[src/verilog/cbh_pkg.sv]
package cbh_pkg;
	localparam int XLEN = 32;
	localparam int AW = 4;
	localparam logic [AW-1:0] ADDR_FLAGS = 4'h0;
	localparam logic [AW-1:0] ADDR_MASKS = 4'h4;
	localparam logic [AW-1:0] ADDR_STATUS = 4'h8;
	localparam logic [AW-1:0] ADDR_DEBUG = 4'hC;
	localparam int FLAG_N = 3;
	localparam int FLAG_Z = 2;
	localparam int FLAG_C = 1;
	localparam int FLAG_V = 0;
	localparam int MASK_PRI = 0;
	localparam int MASK_FLT = 1;
	localparam int ST_STALL = 0;
	localparam int ST_HOLD = 1;
	localparam int ST_NOTPERM = 2;
	localparam logic [3:0] FLAGS_RESET = 4'h0;
	localparam logic [1:0] MASKS_RESET = 2'h0;
	localparam logic [3:0] FULL_SYSTEM_OPTION = 4'hF;
	// First halfword patterns, plus the wide compare's second halfword field
	localparam logic [9:0] COMPARE_NARROW_LO = 10'h10A;
	localparam logic [7:0] COMPARE_NARROW_HI = 8'h45;
	localparam logic [11:0] COMPARE_WIDE_HW0 = 12'hEBB;
	localparam logic [3:0] COMPARE_WIDE_HW1 = 4'hF;
	localparam logic [10:0] PSC_HW0 = 11'h5B3;
	localparam logic [11:0] HINT_HW0 = 12'hF3A;
	localparam logic [11:0] BAR_HW0 = 12'hF3B;
	// Second halfword masks and patterns
	localparam logic [15:0] HINT_HW1_MASK = 16'hD7F0;
	localparam logic [15:0] DEBUG_HW1 = 16'h80F0;
	localparam logic [15:0] BAR_HW1_MASK = 16'hD0F0;
	localparam logic [15:0] ORDER_HW1 = 16'h8050;
	localparam logic [15:0] COMPLETE_HW1 = 16'h8040;
	typedef enum logic [1:0] {
		CBH_LSL = 2'b00,
		CBH_LSR = 2'b01,
		CBH_ASR = 2'b10,
		CBH_ROR = 2'b11
	} cbh_shift_t;
	typedef enum logic [1:0] {
		CBH_IDLE = 2'b00,
		CBH_ORDER = 2'b01,
		CBH_COMPLETE = 2'b10
	} cbh_bar_t;
endpackage : cbh_pkg

[src/verilog/cbh_exec.sv]
// Local design decisions: the address-and-strobe port and the register addresses.
`timescale 1ns/1ps
module cbh_exec (
	input wire logic clk_i,
	input wire logic arst_n_i,
	input wire logic ce_i,
	input wire logic instr_valid_i,
	input wire logic [15:0] instr_hw0_i,
	input wire logic [15:0] instr_hw1_i,
	input wire logic instr_wide_i,
	input wire logic in_cond_block_i,
	input wire logic cond_pass_i,
	input wire logic [cbh_pkg::XLEN-1:0] first_operand_i,
	input wire logic [cbh_pkg::XLEN-1:0] second_operand_i,
	input wire logic mem_drained_i,
	input wire logic ctrl_visible_i,
	input wire logic [cbh_pkg::AW-1:0] reg_addr_i,
	input wire logic [cbh_pkg::XLEN-1:0] reg_wdata_i,
	input wire logic reg_wr_i,
	input wire logic reg_rd_i,
	output logic [cbh_pkg::XLEN-1:0] reg_rdata_o,
	output logic [3:0] flags_o,
	output logic prio_mask_o,
	output logic fault_mask_o,
	output logic stall_o,
	output logic mem_hold_o,
	output logic barrier_full_o,
	output logic debug_hint_o,
	output logic [3:0] debug_option_o,
	output logic not_permitted_o
);
	import cbh_pkg::*;

	logic taken;
	logic is_narrow_lo;
	logic is_narrow_hi;
	logic is_wide;
	logic is_compare;
	logic is_psc;
	logic is_debug;
	logic is_order;
	logic is_complete;
	logic [3:0] option;
	cbh_shift_t shift_type;
	logic [4:0] shift_amount;
	logic [XLEN-1:0] shifted;
	logic [XLEN:0] sum;
	logic [3:0] compare_flags;

	logic [3:0] flags_reg;
	logic [3:0] flags_next;
	logic [1:0] masks_reg;
	logic [1:0] masks_next;
	logic hint_reg;
	logic hint_next;
	logic [3:0] hint_opt_reg;
	logic [3:0] hint_opt_next;
	logic notperm_reg;
	logic notperm_next;

	cbh_bar_t bar_reg;
	cbh_bar_t bar_next;
	logic stall_reg;
	logic stall_next;
	logic hold_reg;
	logic hold_next;
	logic full_reg;
	logic full_next;

	logic sticky_reg;
	logic sticky_next;
	logic [XLEN-1:0] rdata_reg;
	logic [XLEN-1:0] rdata_next;

	// Decode; a stalled pipeline offers nothing new
	always_comb
	begin
		taken = ce_i && instr_valid_i && !stall_reg;
		is_narrow_lo = !instr_wide_i && instr_hw0_i[15:6] == COMPARE_NARROW_LO;
		is_narrow_hi = !instr_wide_i && instr_hw0_i[15:8] == COMPARE_NARROW_HI;
		is_wide = instr_wide_i && instr_hw0_i[15:4] == COMPARE_WIDE_HW0
			&& instr_hw1_i[11:8] == COMPARE_WIDE_HW1;
		is_compare = is_narrow_lo || is_narrow_hi || is_wide;
		is_psc = !instr_wide_i && instr_hw0_i[15:5] == PSC_HW0;
		is_debug = instr_wide_i && instr_hw0_i[15:4] == HINT_HW0
			&& (instr_hw1_i & HINT_HW1_MASK) == DEBUG_HW1;
		is_order = instr_wide_i && instr_hw0_i[15:4] == BAR_HW0
			&& (instr_hw1_i & BAR_HW1_MASK) == ORDER_HW1;
		is_complete = instr_wide_i && instr_hw0_i[15:4] == BAR_HW0
			&& (instr_hw1_i & BAR_HW1_MASK) == COMPLETE_HW1;
		option = instr_hw1_i[3:0];
		// Narrow forms carry no shift field
		shift_type = is_wide ? cbh_shift_t'(instr_hw1_i[5:4]) : CBH_LSL;
		shift_amount = is_wide ? {instr_hw1_i[14:12], instr_hw1_i[7:6]} : 5'h0;
	end

	cbh_shift u_shift (
		.value_i(second_operand_i),
		.type_i(shift_type),
		.amount_i(shift_amount),
		.carry_i(flags_reg[FLAG_C]),
		.result_o(shifted)
	);

	always_comb
	begin
		sum = {1'b0, first_operand_i} + {1'b0, ~shifted} + {{XLEN{1'b0}}, 1'b1};
		compare_flags[FLAG_N] = sum[XLEN-1];
		compare_flags[FLAG_Z] = sum[XLEN-1:0] == '0;
		compare_flags[FLAG_C] = sum[XLEN];
		compare_flags[FLAG_V] = (first_operand_i[XLEN-1] != shifted[XLEN-1])
			&& (sum[XLEN-1] != first_operand_i[XLEN-1]);
	end

	// Architectural state: flags, masks, debug hint; execution beats a software write
	always_comb
	begin
		flags_next = flags_reg;
		masks_next = masks_reg;
		hint_next = 1'b0;
		hint_opt_next = hint_opt_reg;
		notperm_next = 1'b0;
		if (reg_wr_i && reg_addr_i == ADDR_FLAGS)
			flags_next = reg_wdata_i[3:0];
		if (reg_wr_i && reg_addr_i == ADDR_MASKS)
			masks_next = reg_wdata_i[1:0];
		if (taken && is_psc && in_cond_block_i)
			notperm_next = 1'b1;
		else if (taken && cond_pass_i)
		begin
			// Result is discarded, only NZCV are written
			if (is_compare)
				flags_next = compare_flags;
			if (is_psc)
			begin
				if (instr_hw0_i[1])
					masks_next[MASK_PRI] = instr_hw0_i[4];
				if (instr_hw0_i[0])
					masks_next[MASK_FLT] = instr_hw0_i[4];
			end
			// Hint touches no flag or mask, only the debug port
			if (is_debug)
			begin
				hint_next = 1'b1;
				hint_opt_next = option;
			end
		end
	end

	always_ff @(posedge clk_i or negedge arst_n_i)
	begin
		if (!arst_n_i)
		begin
			flags_reg <= FLAGS_RESET;
			masks_reg <= MASKS_RESET;
			hint_reg <= 1'b0;
			hint_opt_reg <= 4'h0;
			notperm_reg <= 1'b0;
		end
		else if (ce_i)
		begin
			flags_reg <= flags_next;
			masks_reg <= masks_next;
			hint_reg <= hint_next;
			hint_opt_reg <= hint_opt_next;
			notperm_reg <= notperm_next;
		end
	end

	// Barrier sequencing; every option is treated as full system, reserved ones too
	always_comb
	begin
		bar_next = bar_reg;
		stall_next = stall_reg;
		hold_next = hold_reg;
		full_next = full_reg;
		case (bar_reg)
			CBH_IDLE:
			begin
				stall_next = 1'b0;
				hold_next = 1'b0;
			end
			CBH_ORDER:
				if (mem_drained_i)
				begin
					bar_next = CBH_IDLE;
					hold_next = 1'b0;
				end
			CBH_COMPLETE:
				if (mem_drained_i && ctrl_visible_i)
				begin
					bar_next = CBH_IDLE;
					stall_next = 1'b0;
					hold_next = 1'b0;
				end
			default:
			begin
				bar_next = CBH_IDLE;
				stall_next = 1'b0;
				hold_next = 1'b0;
			end
		endcase
		// Completion during an ordering wait simply upgrades the wait
		if (taken && cond_pass_i && is_complete)
		begin
			bar_next = CBH_COMPLETE;
			stall_next = 1'b1;
			hold_next = 1'b1;
			full_next = 1'b1;
		end
		else if (taken && cond_pass_i && is_order && bar_reg != CBH_COMPLETE)
		begin
			// Only memory traffic is held, so no stall here
			bar_next = CBH_ORDER;
			hold_next = 1'b1;
			full_next = 1'b1;
		end
		else if (bar_next == CBH_IDLE)
			full_next = 1'b0;
	end

	always_ff @(posedge clk_i or negedge arst_n_i)
	begin
		if (!arst_n_i)
		begin
			bar_reg <= CBH_IDLE;
			stall_reg <= 1'b0;
			hold_reg <= 1'b0;
			full_reg <= 1'b0;
		end
		else if (ce_i)
		begin
			bar_reg <= bar_next;
			stall_reg <= stall_next;
			hold_reg <= hold_next;
			full_reg <= full_next;
		end
	end

	// Register port; sticky bit is write-one-to-clear, a new event wins
	always_comb
	begin
		sticky_next = sticky_reg;
		if (reg_wr_i && reg_addr_i == ADDR_STATUS && reg_wdata_i[ST_NOTPERM])
			sticky_next = 1'b0;
		if (notperm_next)
			sticky_next = 1'b1;
		rdata_next = '0;
		if (reg_rd_i)
			case (reg_addr_i)
				ADDR_FLAGS: rdata_next[3:0] = flags_reg;
				ADDR_MASKS: rdata_next[1:0] = masks_reg;
				ADDR_STATUS:
				begin
					rdata_next[ST_STALL] = stall_reg;
					rdata_next[ST_HOLD] = hold_reg;
					rdata_next[ST_NOTPERM] = sticky_reg;
				end
				ADDR_DEBUG: rdata_next[3:0] = hint_opt_reg;
				default: rdata_next = '0;
			endcase
	end

	always_ff @(posedge clk_i or negedge arst_n_i)
	begin
		if (!arst_n_i)
		begin
			sticky_reg <= 1'b0;
			rdata_reg <= '0;
		end
		else if (ce_i)
		begin
			sticky_reg <= sticky_next;
			rdata_reg <= rdata_next;
		end
	end

	assign reg_rdata_o = rdata_reg;
	assign flags_o = flags_reg;
	assign prio_mask_o = masks_reg[MASK_PRI];
	assign fault_mask_o = masks_reg[MASK_FLT];
	assign stall_o = stall_reg;
	assign mem_hold_o = hold_reg;
	assign barrier_full_o = full_reg;
	assign debug_hint_o = hint_reg;
	assign debug_option_o = hint_opt_reg;
	assign not_permitted_o = notperm_reg;
endmodule : cbh_exec

[src/verilog/cbh_shift.sv]
`timescale 1ns/1ps
module cbh_shift (
	input wire logic [cbh_pkg::XLEN-1:0] value_i,
	input wire cbh_pkg::cbh_shift_t type_i,
	input wire logic [4:0] amount_i,
	input wire logic carry_i,
	output logic [cbh_pkg::XLEN-1:0] result_o
);
	import cbh_pkg::*;
	logic [2*XLEN-1:0] doubled;
	always_comb
	begin
		doubled = {value_i, value_i} >> amount_i;
		// Zero amount means a 32-place shift for LSR/ASR and RRX for ROR
		case (type_i)
			CBH_LSL: result_o = value_i << amount_i;
			CBH_LSR: result_o = (amount_i == 5'h0) ? '0 : value_i >> amount_i;
			CBH_ASR: result_o = (amount_i == 5'h0) ? {XLEN{value_i[XLEN-1]}}
				: XLEN'($signed(value_i) >>> amount_i);
			CBH_ROR: result_o = (amount_i == 5'h0) ? {carry_i, value_i[XLEN-1:1]}
				: doubled[XLEN-1:0];
			default: result_o = value_i;
		endcase
	end
endmodule : cbh_shift

[config.mk]
export PLATFORM = sky130hd
export DESIGN_NAME = cbh_exec
export DESIGN_NICKNAME = d
export VERILOG_FILES = /design/src/verilog/cbh_pkg.sv /design/src/verilog/cbh_exec.sv /design/src/verilog/cbh_shift.sv
export SDC_FILE = /design/constraint.sdc
export NUM_CORES = 1
export LEC_CHECK = 0
export BUFFER_PORTS_ARGS = -buffer_cell sky130_fd_sc_hd__clkbuf_2
export CORE_AREA = 2 2 175 177
export DETAILED_ROUTE_END_ITERATION = 10
export DIE_AREA = 0 0 177 179
export MAX_ROUTING_LAYER = met4
export PLACE_DENSITY = 0.54
export SETUP_SLACK_MARGIN = 0.02
export SLEW_MARGIN = 10
export SYNTH_ARGS = -nofsm -noshare
export SYNTH_HDL_FRONTEND = slang
export SYNTH_SLANG_ARGS = --single-unit
[constraint.sdc]
create_clock -name clk_i -period 6.19 [get_ports clk_i]
set_clock_uncertainty 0.05 [all_clocks]
set_input_delay 0.619 -clock clk_i [delete_from_list [all_inputs] [get_ports clk_i]]
set_output_delay 0.619 -clock clk_i [all_outputs]
set_load 0.1 [all_outputs]
Word level (Yosys, flattened, before mapping)
Cells that the tools add are included.

word-level totals
  logic and storage cells = 126
  memories kept = 0
  bits in read-only memories = 0
  register bits = 50
  memory bits (writable) = 0
  latch bits = 0

cells by class
  multiply operators = 0
  shift-type cells = 4
  divide/modulo/power cells = 0
  order comparisons = 0
  bitwise gates (word level) = 2
  muxes and demuxes = 41
  equal/unequal tests = 25
  reduce and logical (&&, ||, !) cells = 41
  $add $sub $neg = 2

operators by type and width
  operator                 number
  $pmux W32 S4             1
  $mux W32                 3
  $shr A64 B5 Y32          1
  $eq A12 B12 Y1 const B   3
  $add A32 B32 Y33         1
  $add A33 B1 Y33 const B  1
  $logic_not A32 Y1        1
  $not A32 Y32             1
  $shl A32 B5 Y32          1
  $shr A32 B5 Y32          1
  $sshr A32 B5 Y32         1
  $logic_and A1 B1 Y1      24
  $mux W4                  5
  $mux W2                  9
  $mux W1                  16
  $eq A7 B7 Y1 const B     2
  $eq A4 B4 Y1 const B     3
  $eq A11 B11 Y1 const B   1
  $eq A10 B10 Y1 const B   1
  $eq A10 B9 Y1 const B    1
  $eq A8 B7 Y1 const B     1
  $ne A4 B4 Y1 const B     2
  $pmux W2 S4              1
  $eq A2 B2 Y1 const B     3
  other kinds (20)         31

Logic depth before layout (Yosys ltp)
Gate-level depths: netlist of run 1.

  word-level depth = 15
  mapped depth = 24

Cells and area by module
Synthesis of run 1 repeated with hierarchy kept, for this count alone.

second synthesis, totals
  cell total of the unflattened synthesis = 1,374
  area, all modules = 10,277.4 µm²

by module, submodules not included
  module     instances  area an instance (µm²)  cells each  sequential area each (µm²)
  cbh_shift  1          6,718.9                 893         0.0
  cbh_exec   1          3,558.4                 481         550.5

Worst setup path before layout of run 1
No wires, ideal clock.

  path kind = input to register
  start = input instr_hw0_i[10]
  end = register flags_reg[2] (netlist: flags_o[2])
  cell stages on the path = 20
  data arrival time = 5,787 ps
  buffers on the path = 2
  data required time = 6,064 ps
  slack = 276 ps
  cell sequence = or3b_1 > or4_4 > buf_6 > nor3_4 > nand3b_2 > nand2b_4 > a2111oi_0 > a211oi_1 > o211a_1 > a21o_1 > ha_1 > clkbuf_1 > nand4_1 > or3_1 > o21bai_1 > a41oi_1 > mux2_2 > or4_1 > or4_1 > o21ai_1

between the ends
  cells in the longest elaborated chain, start to end = 14

ends and longest elaborated chain
  element                                        line                                               text
  start: declaration                             cbh_exec.sv:8                                      input wire logic [15:0] instr_hw0_i,
  $eq A12 B12 Y1                                 cbh_exec.sv:81                                     is_wide = instr_wide_i && instr_hw0_i[15:4] == COMPARE_WIDE_HW0
  $logic_and A1 B1 Y1                            cbh_exec.sv:81
  $logic_and A1 B1 Y1                            cbh_exec.sv:82                                     && instr_hw1_i[11:8] == COMPARE_WIDE_HW1;
  $mux W5                                        cbh_exec.sv:94                                     shift_amount = is_wide ? {instr_hw1_i[14:12], instr_hw1_i[7:6]} : 5'h0;
  $shr A64 B5 Y32, or another cell as far along  cbh_shift.sv:13                                    doubled = {value_i, value_i} >> amount_i;
  $mux W32, on equally long branches             cbh_shift.sv:20, cbh_shift.sv:17, cbh_shift.sv:18
  $pmux W32 S4                                   cbh_shift.sv:15                                    case (type_i)
  $not A32 Y32                                   cbh_exec.sv:107                                    sum = {1'b0, first_operand_i} + {1'b0, ~shifted} + {{XLEN{1'b0}}, 1'b1};
  $add A32 B32 Y33                               cbh_exec.sv:107
  $add A33 B1 Y33                                cbh_exec.sv:107
  $logic_not A32 Y1                              cbh_exec.sv:109                                    compare_flags[FLAG_Z] = sum[XLEN-1:0] == '0;
  $mux W4                                        cbh_exec.sv:132                                    if (is_compare)
  $mux W4                                        cbh_exec.sv:129                                    else if (taken && cond_pass_i)
  $mux W4 *                                      cbh_exec.sv:127                                    if (taken && is_psc && in_cond_block_i)
  end signal: assignment                         cbh_exec.sv:162                                    flags_reg <= flags_next;
  end: declaration                               cbh_exec.sv:50                                     logic [3:0] flags_reg;

Every way passes the cells marked *; elsewhere a longest branch is shown, timed or not.
A chain may end at the register's enable or synchronous reset.

Worst setup path after layout of run 1
Ends and elaborated chain as after synthesis.

==> impl_metrics.env, run 1 <==
export IMPL_grt_use_total_pct=46.30
export IMPL_post_place_ws_ns=-0.5980
export IMPL_ys_top_cells_by_count="nand2_1 (149), a21oi_1 (141), nor2_1 (139)"
export IMPL_cts_buffers=3
export IMPL_grt_pass1_wl_mm=104.4
export IMPL_worstMarginPinSlew_ns=0.7990
export IMPL_status="finished clean"
export IMPL_ios=190
export IMPL_drive_gt1_share_pct=42.16
export IMPL_avgViaCountPerCell=6.544
export IMPL_seq_area_um2=550.5
export IMPL_grt_overflow=0
export IMPL_post_route_util_pct=54.00
export IMPL_synth_ff_type="dfrtp_1"
export IMPL_syn_area_per_cell_um2=6.567
export IMPL_p_leak_nw=7.401
export IMPL_wl_per_cell_um=28.88
export IMPL_slew_headroom_pct=46.17
export IMPL_initial_core_util_pct=34.09
export IMPL_grt_pass1_vias=15610
export IMPL_p_per_area_nw_per_um2=83.65
export IMPL_crit_path_frequent_cell="buf_4"
export IMPL_drt_iter0_drc=2377
export IMPL_end_kind="register"
export IMPL_max_clock_freq_ghz=0.1622
export IMPL_clk_path_buf_depth=2
export IMPL_synthesis_area_um2=10240
export IMPL_area_growth_pct=58.40
export IMPL_cp_required_ns=6.32
export IMPL_startpoint_type="input port"
export IMPL_dieArea_um2=31680
export IMPL_path_max_fanout=15
export IMPL_ys_warnings_count=0
export IMPL_slowest_delay_ns=0.58
export IMPL_die_h_um=179
export IMPL_fin_area_um2=16220
export IMPL_synth_seq_area_share_pct=5.378
export IMPL_ys_ff_latch=22
export IMPL_grt_antenna_before_repair=3
export IMPL_synth_most_common_cell="nand2_1"
export IMPL_worstHoldPathType="input port to async pin"
export IMPL_reg2reg_depth=11
export IMPL_worst_ep_arrival_time_ns=6.30
export IMPL_dr_pass1_iters=7
export IMPL_clock_root_buffer="clkbuf_16"
export IMPL_drcViolationCount=0
export IMPL_synth_top_area_cell="mux2i_1"
export IMPL_ant_nets=0
export IMPL_dp_final_hpwl_mm=60.70
export IMPL_setup_viol=0
export IMPL_synth_edff_count=0
export IMPL_vias=16930
export IMPL_fin_crit_ns=6.166
export IMPL_synth_area_leaders="mux2i_1 (7.4%), a21oi_1 (6.9%), o21ai_0 (6.1%)"
export IMPL_chipWidth_um=177
export IMPL_core_um2=30030
export IMPL_gp_congestion=1.095
export IMPL_multi_input_area_um2=9470
export IMPL_n_fill_cell=3089
export IMPL_num_rows=64
export IMPL_synth_top_area_share_pct=7.431
export IMPL_synthCells=1559
export IMPL_worst_hold_slack_ns=0.2911
export IMPL_rsz0062_at_grt="true"
export IMPL_num_nets_final=2363
export IMPL_totalPowerFinal_mw=1.356
export IMPL_finalCritPeriodShare_pct=99.61
export IMPL_cts_tree="done"
export IMPL_clk_pin_slew_worst_paths_ns=0.06
export IMPL_routed_wl_mm=74.71
export IMPL_hold_viol=0
export IMPL_worst_slack_ns=0.02439
export IMPL_crit_type="input port to register"
export IMPL_grt_max_degree=33
export IMPL_ys_types=102
export IMPL_crit_slowest_cell="or4_4"
export IMPL_clock_sinks=22
export IMPL_cts_max_level=1
export IMPL_ys_async_sr_fraction_pct=100.0
export IMPL_dpl_cell_area_um2=15500
export IMPL_insertion_delay_ns=0.25
export IMPL_max_cap_violations=0
export IMPL_drv_slew=0
export IMPL_ir_drop_uv=96.58
export IMPL_portBuffers=131
==> placed cells by master (no fill, tap or decap), types with 11 or more instances in the layout <==
cell type    n
buf_4      591
nand2_1    149
nor2_1     135
a21oi_1    131
clkbuf_2   131
o21ai_0    108
nor3_1      74
mux2i_1     67
nand3_1     43
a31oi_1     38
a211oi_1    36
inv_1       35
mux2_2      30
conb_1      28
o211ai_1    27
nand4_1     24
ha_1        24
o22ai_1     22
dfrtp_1     22
o21ai_1     20
a21o_1      19
nor4_1      19
o21a_1      18
a22oi_1     17
and2_1      16
buf_12      16
or3_1       15
a21oi_2     14
a211o_1     14
o31ai_1     13
a211oi_2    11
==> what timing repair did <==
item | in CTS | in global routing
gates resized for setup | 28 | 98
buffers inserted | 0 | 10
hold buffers | 0 | 0
cloned | 0 | 1
setup endpoints to repair | 3 | 4
pin swaps | 10 | 34
==> cell families (layout without fill, tap and decap cells) <==
family / count (synthesis) / in the layout / synth area share [%]
multiplexers: 113 / 113 / 12.27
buffers and inverters: 183 / 784 / 8.299
AO/OA/AOI/OAI: 619 / 619 / 40.04
adder cells (fa/ha/maj): 32 / 32 / 3.911
XOR/XNOR: 10 / 10 / 0.8555
AND/OR/NAND/NOR: 579 / 579 / 29.21
flip-flops: 22 / 22 / 5.378
other: 1 / 32 / 0.03663
==> critical path: cells and delay by family <==
| family | cells | cell delay [ns] |
|---|---|---|
| AO/OA/AOI/OAI | 11 | 2.05 |
| buffers and inverters | 7 | 1.15 |
| AND/OR/NAND/NOR | 6 | 2.02 |
| multiplexers | 1 | 0.13 |
| adder cells (fa/ha/maj) | 1 | 0.33 |
==> final timing paths <==
| check | startpoint | end | slack, ns |
|---|---|---|---|
| max | instr_hw0_i[10] | flags_o[2] | 0.02 |
| min | arst_n_i | reg_rdata_o[0] | 0.29 |
| max reg2reg | flags_o[1] | flags_o[3] | 3.60 |
| min reg2reg | barrier_full_o | barrier_full_o | 0.45 |
| max in group asynchronous | arst_n_i | reg_rdata_o[3] | 5.43 |
| min in group clk_i | barrier_full_o | barrier_full_o | 0.45 |
==> stage by stage <==
step | TNS (ns) | instances
final | 0 | 2587
after global routing | -0.1520 | 2586
after CTS | 0 | 2572
after detailed placement | -1.449 | 2568
after global placement | -1.461 | 2568
after floorplan | 0 | 1586
==> routing by layer <==
metal	share of wire, %	global-route usage (%)	up-vias
met4	6.9	24.28	0
met5	0	-	-
met2	41	67.77	1318
li1	-	-	7263
met3	12	12.81	325
met1	39	57.79	8023
==> area by class of cell <==
type | count | share of cell area (%)
clock buffers | 4 | 0.5478
well taps | 396 | 3.056
multi-input cells | 1381 | 58.40
repair buffers | 742 | 33.66
diodes | 4 | 0.06173
flip-flops and latches | 22 | 3.395
inverters | 38 | 0.8796
==> report_power, final <==
part | switching [mW] | total, mW | internal, mW
clock network | 0.0511 | 0.150 | 0.0986
registers | 0.00864 | 0.161 | 0.153
logic | 0.646 | 1.05 | 0.400
Note: power is estimated with default switching activity, not from simulation.
==> inputs of run 2 (changes only) <==
PLACE_DENSITY = 0.56   (was 0.54)
clock period = 5.3 ns   (was 6.19 ns; I/O delays follow)
==> run 2 against run 1 <==
Against the previous run:
- the run now ends with negative setup slack left
- sequential power up 17%
- combinational power increased by 22%
- hold slack lost 0.088 ns
- die area stayed put
- clock power up 41%
- worst setup slack got worse by 0.78 ns
- sequential share of layout area shrank 0.18 points
- first-iteration DRC count rose by 4.6%
- critical path type unchanged
- highest routed layer unchanged
==> impl_metrics.env, run 2 (same netlist as run 1, synthesis figures left out) <==
export IMPL_chipWidth_um=177
export IMPL_grt_overflow=0
export IMPL_ctsHoldBuffers=0
export IMPL_post_place_ws_ns=-1.380
export IMPL_crit_type="input port to register"
export IMPL_num_rows=64
export IMPL_grt_pass1_vias=16450
export IMPL_n_fill_cell=2938
export IMPL_path_max_fanout=7
export IMPL_p_comb_share_pct=76.1
export IMPL_crit_chain="buf_6 > or3b_4 > or4_4 > buf_4 > nor4_4 > o21ai_0 > nand2_1 > buf_4 > a211oi_2 > a311oi_1 > o211ai_1 > a21oi_1 > ha_1 > buf_4 > nand2_1 > buf_4 > o21ai_0 > o21ai_2 > buf_4 > a31o_2 > a2111oi_2 > nand4_1 > or4_4 > o21ai_1"
export IMPL_multi_input_area_um2=9483
export IMPL_r2r_start="stall_o"
export IMPL_path_buf_inv=6
export IMPL_gp_congestion=1.151
export IMPL_cp_required_ns=5.44
export IMPL_p_leak_nw=7.918
export IMPL_dieArea_um2=31680
export IMPL_clock_root_buffer="clkbuf_16"
export IMPL_max_clock_freq_ghz=0.1653
export IMPL_portBuffers=131
export IMPL_avgViaCountPerCell=6.453
export IMPL_crit_slowest_cell="or4_4"
export IMPL_slowest_delay_ns=0.59
export IMPL_totalPowerFinal_mw=1.677
export IMPL_sequentialPowerShare_pct=11.3
export IMPL_status="finished, violations left"
export IMPL_drt_iter0_drc=2486
export IMPL_rsz0062_at_grt="true"
export IMPL_fin_area_um2=17100
export IMPL_clockPowerShare_pct=12.7
export IMPL_fin_crit_ns=6.051
export IMPL_dp_final_hpwl_mm=62.63
export IMPL_die_h_um=179
export IMPL_seq_area_um2=550.5
export IMPL_final_cell_mix="buf_4 (682), nand2_1 (149), nor2_1 (137)"
export IMPL_worst_hold_slack_ns=0.2035
export IMPL_hold_viol=0
export IMPL_dr_pass1_iters=8
export IMPL_crit_path_frequent_cell="buf_4"
export IMPL_ant_nets=0
export IMPL_clk_pin_slew_worst_paths_ns=0.06
export IMPL_layout_commonest_cell="buf_4"
export IMPL_startpoint_type="input port"
export IMPL_cts_max_level=1
export IMPL_area_growth_pct=67.04
export IMPL_post_route_util_pct=56.95
export IMPL_finalCritPeriodShare_pct=114.2
export IMPL_slew_headroom_pct=42.28
export IMPL_ios=190
export IMPL_drv_slew=0
export IMPL_failed_checks="negative setup slack"
export IMPL_power_switching_mw=0.8463
export IMPL_clk_path_buf_depth=2
export IMPL_grt_pass1_wl_mm=107.8
export IMPL_worstMarginPinSlew_ns=0.8657
export IMPL_ir_drop_uv=102.5
export IMPL_core_um2=30030
export IMPL_grt_max_degree=25
export IMPL_p_sw_share_pct=50.47
export IMPL_vias=17350
export IMPL_initial_core_util_pct=34.09
export IMPL_grt_use_total_pct=47.34
export IMPL_routed_wl_mm=75.45
export IMPL_p_per_area_nw_per_um2=98.05
export IMPL_critPathTopFamily="compound AO/OA/AOI/OAI gates"
export IMPL_crit_start="instr_hw0_i[10]"
export IMPL_drcViolationCount=0
export IMPL_worst_ep_arrival_time_ns=6.19
export IMPL_dpl_cell_area_um2=16340
export IMPL_clock_sinks=22
export IMPL_grt_antenna_before_repair=6
export IMPL_end_kind="register"
export IMPL_max_cap_violations=0
export IMPL_cts_buffers=3
export IMPL_cts_tree="done"
export IMPL_setup_viol=4
export IMPL_p_int_mw=0.8305
export IMPL_num_nets_final=2463
export IMPL_wl_per_cell_um=28.06
export IMPL_worst_slack_ns=-0.7513
export IMPL_drive_gt1_share_pct=44.43
export IMPL_insertion_delay_ns=0.26
export IMPL_worstHoldPathType="input port to async pin"
run 2: final timing paths:
kind / endpoint / cells after the start / slack, ns
setup / recovery: flags_o[2] / 24 / -0.75
hold / removal: debug_option_o[0] / 1 / 0.20
setup reg to reg: flags_o[2] / 8 / 2.80
hold reg to reg: barrier_full_o / 2 / 0.44
max in group asynchronous: sticky_reg / 1 / 4.62
min in group clk_i: barrier_full_o / 2 / 0.44
run 2: timing repair:
item,4_1_cts,5_1_grt
setup buffers,6,6
resized for setup,76,56
pin swaps,29,18
setup endpoints to repair,4,4
run 2: cell type report:
class	count	share of cell area, %
multi-input cells	1381	55.45
repair buffers	842	36.89
diodes	6	0.08780
inverters	38	0.8341
clock inverters	1	0.1756
flip-flops and latches	22	3.219
clock buffers	3	0.4390
well taps	396	2.897
run 2: routing by layer:
layer	global-route usage, %	vias up	routed length [um]
met1	60.59	8102	29820
met3	13.38	355	10170
met4	23.28	0	5208
met5	-	-	0
li1	-	7470	-
met2	67.92	1424	30250
run 2: worst reg2reg max path, delay by kind of cell (launching register included):
kind / cells / cell delay (ns)
simple gates: 4 / 1.09
flops: 1 / 0.43
compound gates: 4 / 0.86
run 2: stage by stage:
stage	instances	TNS (ns)
after floorplan	1586	-0.3713
after global routing	2689	-3.621
final	2689	-2.387
after CTS	2678	-2.041
after global placement	2668	-4.371
after detailed placement	2668	-4.817
run 2: power groups by stage:
stage	clock [mW]	sequential [mW]	combinational, mW
3_5_place_dp	0	0.191	1.17
3_3_place_gp	0	0.191	1.16
5_1_grt	0.221	0.190	1.33
4_1_cts	0.217	0.189	1.21
6_report	0.212	0.189	1.28
2_1_floorplan	0	0.251	0.547
==> inputs of run 3 (changes only) <==
CORE_AREA = 2 2 156 197   (was 2 2 175 177)
DIE_AREA = 0 0 158 199   (was 0 0 177 179)
==> run 3 against run 2 <==
Against the previous run:
- the run still ends with negative setup slack left
- sequential share of layout area about the same
- largest power group unchanged
- core utilization up 0.94 points
- worst setup slack lost 0.016 ns
- clock power decreased by 17%
- cell count fell by 0.52%
==> impl_metrics.env, run 3 (same netlist as run 1, synthesis figures left out) <==
export IMPL_insertion_delay_ns=0.25
export IMPL_num_rows=71
export IMPL_max_cap_violations=0
export IMPL_worst_slack_ns=-0.7675
export IMPL_routed_wl_mm=79.00
export IMPL_grt_pass1_wl_mm=111.5
export IMPL_dr_pass1_iters=6
export IMPL_n_fill_cell=2942
export IMPL_worstHoldPathType="input port to async pin"
export IMPL_rsz0062_at_grt="true"
export IMPL_wl_per_cell_um=29.53
export IMPL_slew_headroom_pct=46.51
export IMPL_cp_required_ns=5.43
export IMPL_drive_gt1_share_pct=45.43
export IMPL_vias=17280
export IMPL_portBuffers=131
export IMPL_num_nets_final=2443
export IMPL_ant_nets=0
export IMPL_clock_root_buffer="clkbuf_16"
export IMPL_drv_slew=0
export IMPL_gp_congestion=1.153
export IMPL_dp_final_hpwl_mm=63.60
export IMPL_setup_viol=4
export IMPL_avgViaCountPerCell=6.460
export IMPL_grt_overflow=0
export IMPL_area_growth_pct=67.76
export IMPL_startpoint_type="input port"
export IMPL_seq_area_um2=550.5
export IMPL_cts_tree="done"
export IMPL_grt_max_degree=30
export IMPL_drt_iter0_drc=2367
export IMPL_status="finished, violations left"
export IMPL_p_leak_nw=7.854
export IMPL_dieArea_um2=31440
export IMPL_ctsHoldBuffers=0
export IMPL_finalCritPeriodShare_pct=114.5
export IMPL_failed_checks="negative setup slack"
export IMPL_grt_antenna_before_repair=5
export IMPL_worst_hold_slack_ns=0.1978
export IMPL_die_h_um=199
export IMPL_worst_ep_arrival_time_ns=6.20
export IMPL_totalPowerFinal_mw=1.665
export IMPL_initial_core_util_pct=34.50
export IMPL_worstMarginPinSlew_ns=0.7939
export IMPL_max_clock_freq_ghz=0.1648
export IMPL_drcViolationCount=0
export IMPL_multi_input_area_um2=9718
export IMPL_crit_type="input port to register"
export IMPL_grt_use_total_pct=50.38
export IMPL_cts_buffers=3
export IMPL_clk_pin_slew_worst_paths_ns=0.06
export IMPL_ios=190
export IMPL_tns_ns=-1.952
export IMPL_cts_max_level=1
export IMPL_core_um2=29670
export IMPL_chipWidth_um=158
export IMPL_p_per_area_nw_per_um2=96.93
export IMPL_grt_pass1_vias=16850
export IMPL_final_cell_mix="buf_4 (660), nand2_1 (146), nor2_1 (139)"
export IMPL_clock_sinks=22
export IMPL_fin_crit_ns=6.067
export IMPL_path_max_fanout=7
export IMPL_layout_commonest_cell="buf_4"
export IMPL_clk_path_buf_depth=2
export IMPL_end_kind="register"
export IMPL_hold_viol=0
export IMPL_ir_drop_uv=128.2
==> run 3: area by class of cell <==
class	instances	area share, %
timing repair buffer	822	35.84
sequential	22	3.206
inverter	38	0.8305
clock buffer	4	0.5173
multi-input combinational	1381	56.59
antenna	7	0.1020
tap	401	2.921
==> run 3: routing by layer <==
| metal | wire, um | global-route usage (%) | vias to the layer above |
|---|---|---|---|
| li1 | - | - | 7421 |
| met1 | 28070 | 56.75 | 8165 |
| met2 | 34170 | 75.78 | 1265 |
| met3 | 8630 | 13.59 | 430 |
| met4 | 8130 | 38.00 | 0 |
| met5 | 0 | - | - |
==> run 3: where the power goes <==
group	switching (mW)	internal, mW
logic	0.788	0.513
registers	0.0107	0.178
clock network	0.0596	0.115
==> run 3: final timing paths <==
path	cells after the start	startpoint	slack (ns)	endpoint
max	27	instr_hw0_i[6]	-0.77	flags_o[2]
min	1	arst_n_i	0.20	barrier_full_o
max reg2reg	8	stall_o	2.93	flags_o[2]
min reg2reg	1	debug_hint_o	0.44	debug_hint_o
max in group asynchronous	1	arst_n_i	4.64	flags_o[2]
min in group clk_i	1	debug_hint_o	0.44	debug_hint_o
==> run 3: critical path, stage by stage <==
cell,delay (ns)
buf_6,0.10
or3b_4,0.39
buf_4,0.14
nor4_2,0.24
buf_4,0.25
buf_12,0.16
nand3_2,0.10
buf_6,0.16
or3_4,0.40
a21oi_4,0.15
a311oi_4,0.10
a311o_1,0.33
a211oi_1,0.23
buf_4,0.18
o21ai_1,0.09
ha_1,0.31
o21ai_1,0.08
buf_4,0.14
o211ai_1,0.26
buf_4,0.17
o22ai_2,0.09
nor4_1,0.31
o2111a_1,0.30
o2111a_1,0.22
nand4_1,0.13
or4_4,0.52
o21ai_2,0.12
==> run 3: per-stage QoR <==
stage | instance area, um2 | instances | setup slack (ns) | util [%]
after floorplan | 10360 | 1586 | -0.3674 | -
after global placement | 16110 | 2644 | -1.286 | 54.29
after detailed placement | 16110 | 2644 | -1.346 | 54.29
after CTS | 16810 | 2662 | -0.6005 | 56.66
after global routing | 17170 | 2674 | -0.8374 | 57.87
final | 17170 | 2675 | -0.7675 | 57.88
==> run 3: timing repair <==
| item | in CTS | in global routing |
|---|---|---|
| resized for setup | 108 | 70 |
| pin swaps | 42 | 32 |
| setup endpoints to repair | 4 | 4 |
| setup buffers | 15 | 6 |
| gates cloned | 0 | 0 |
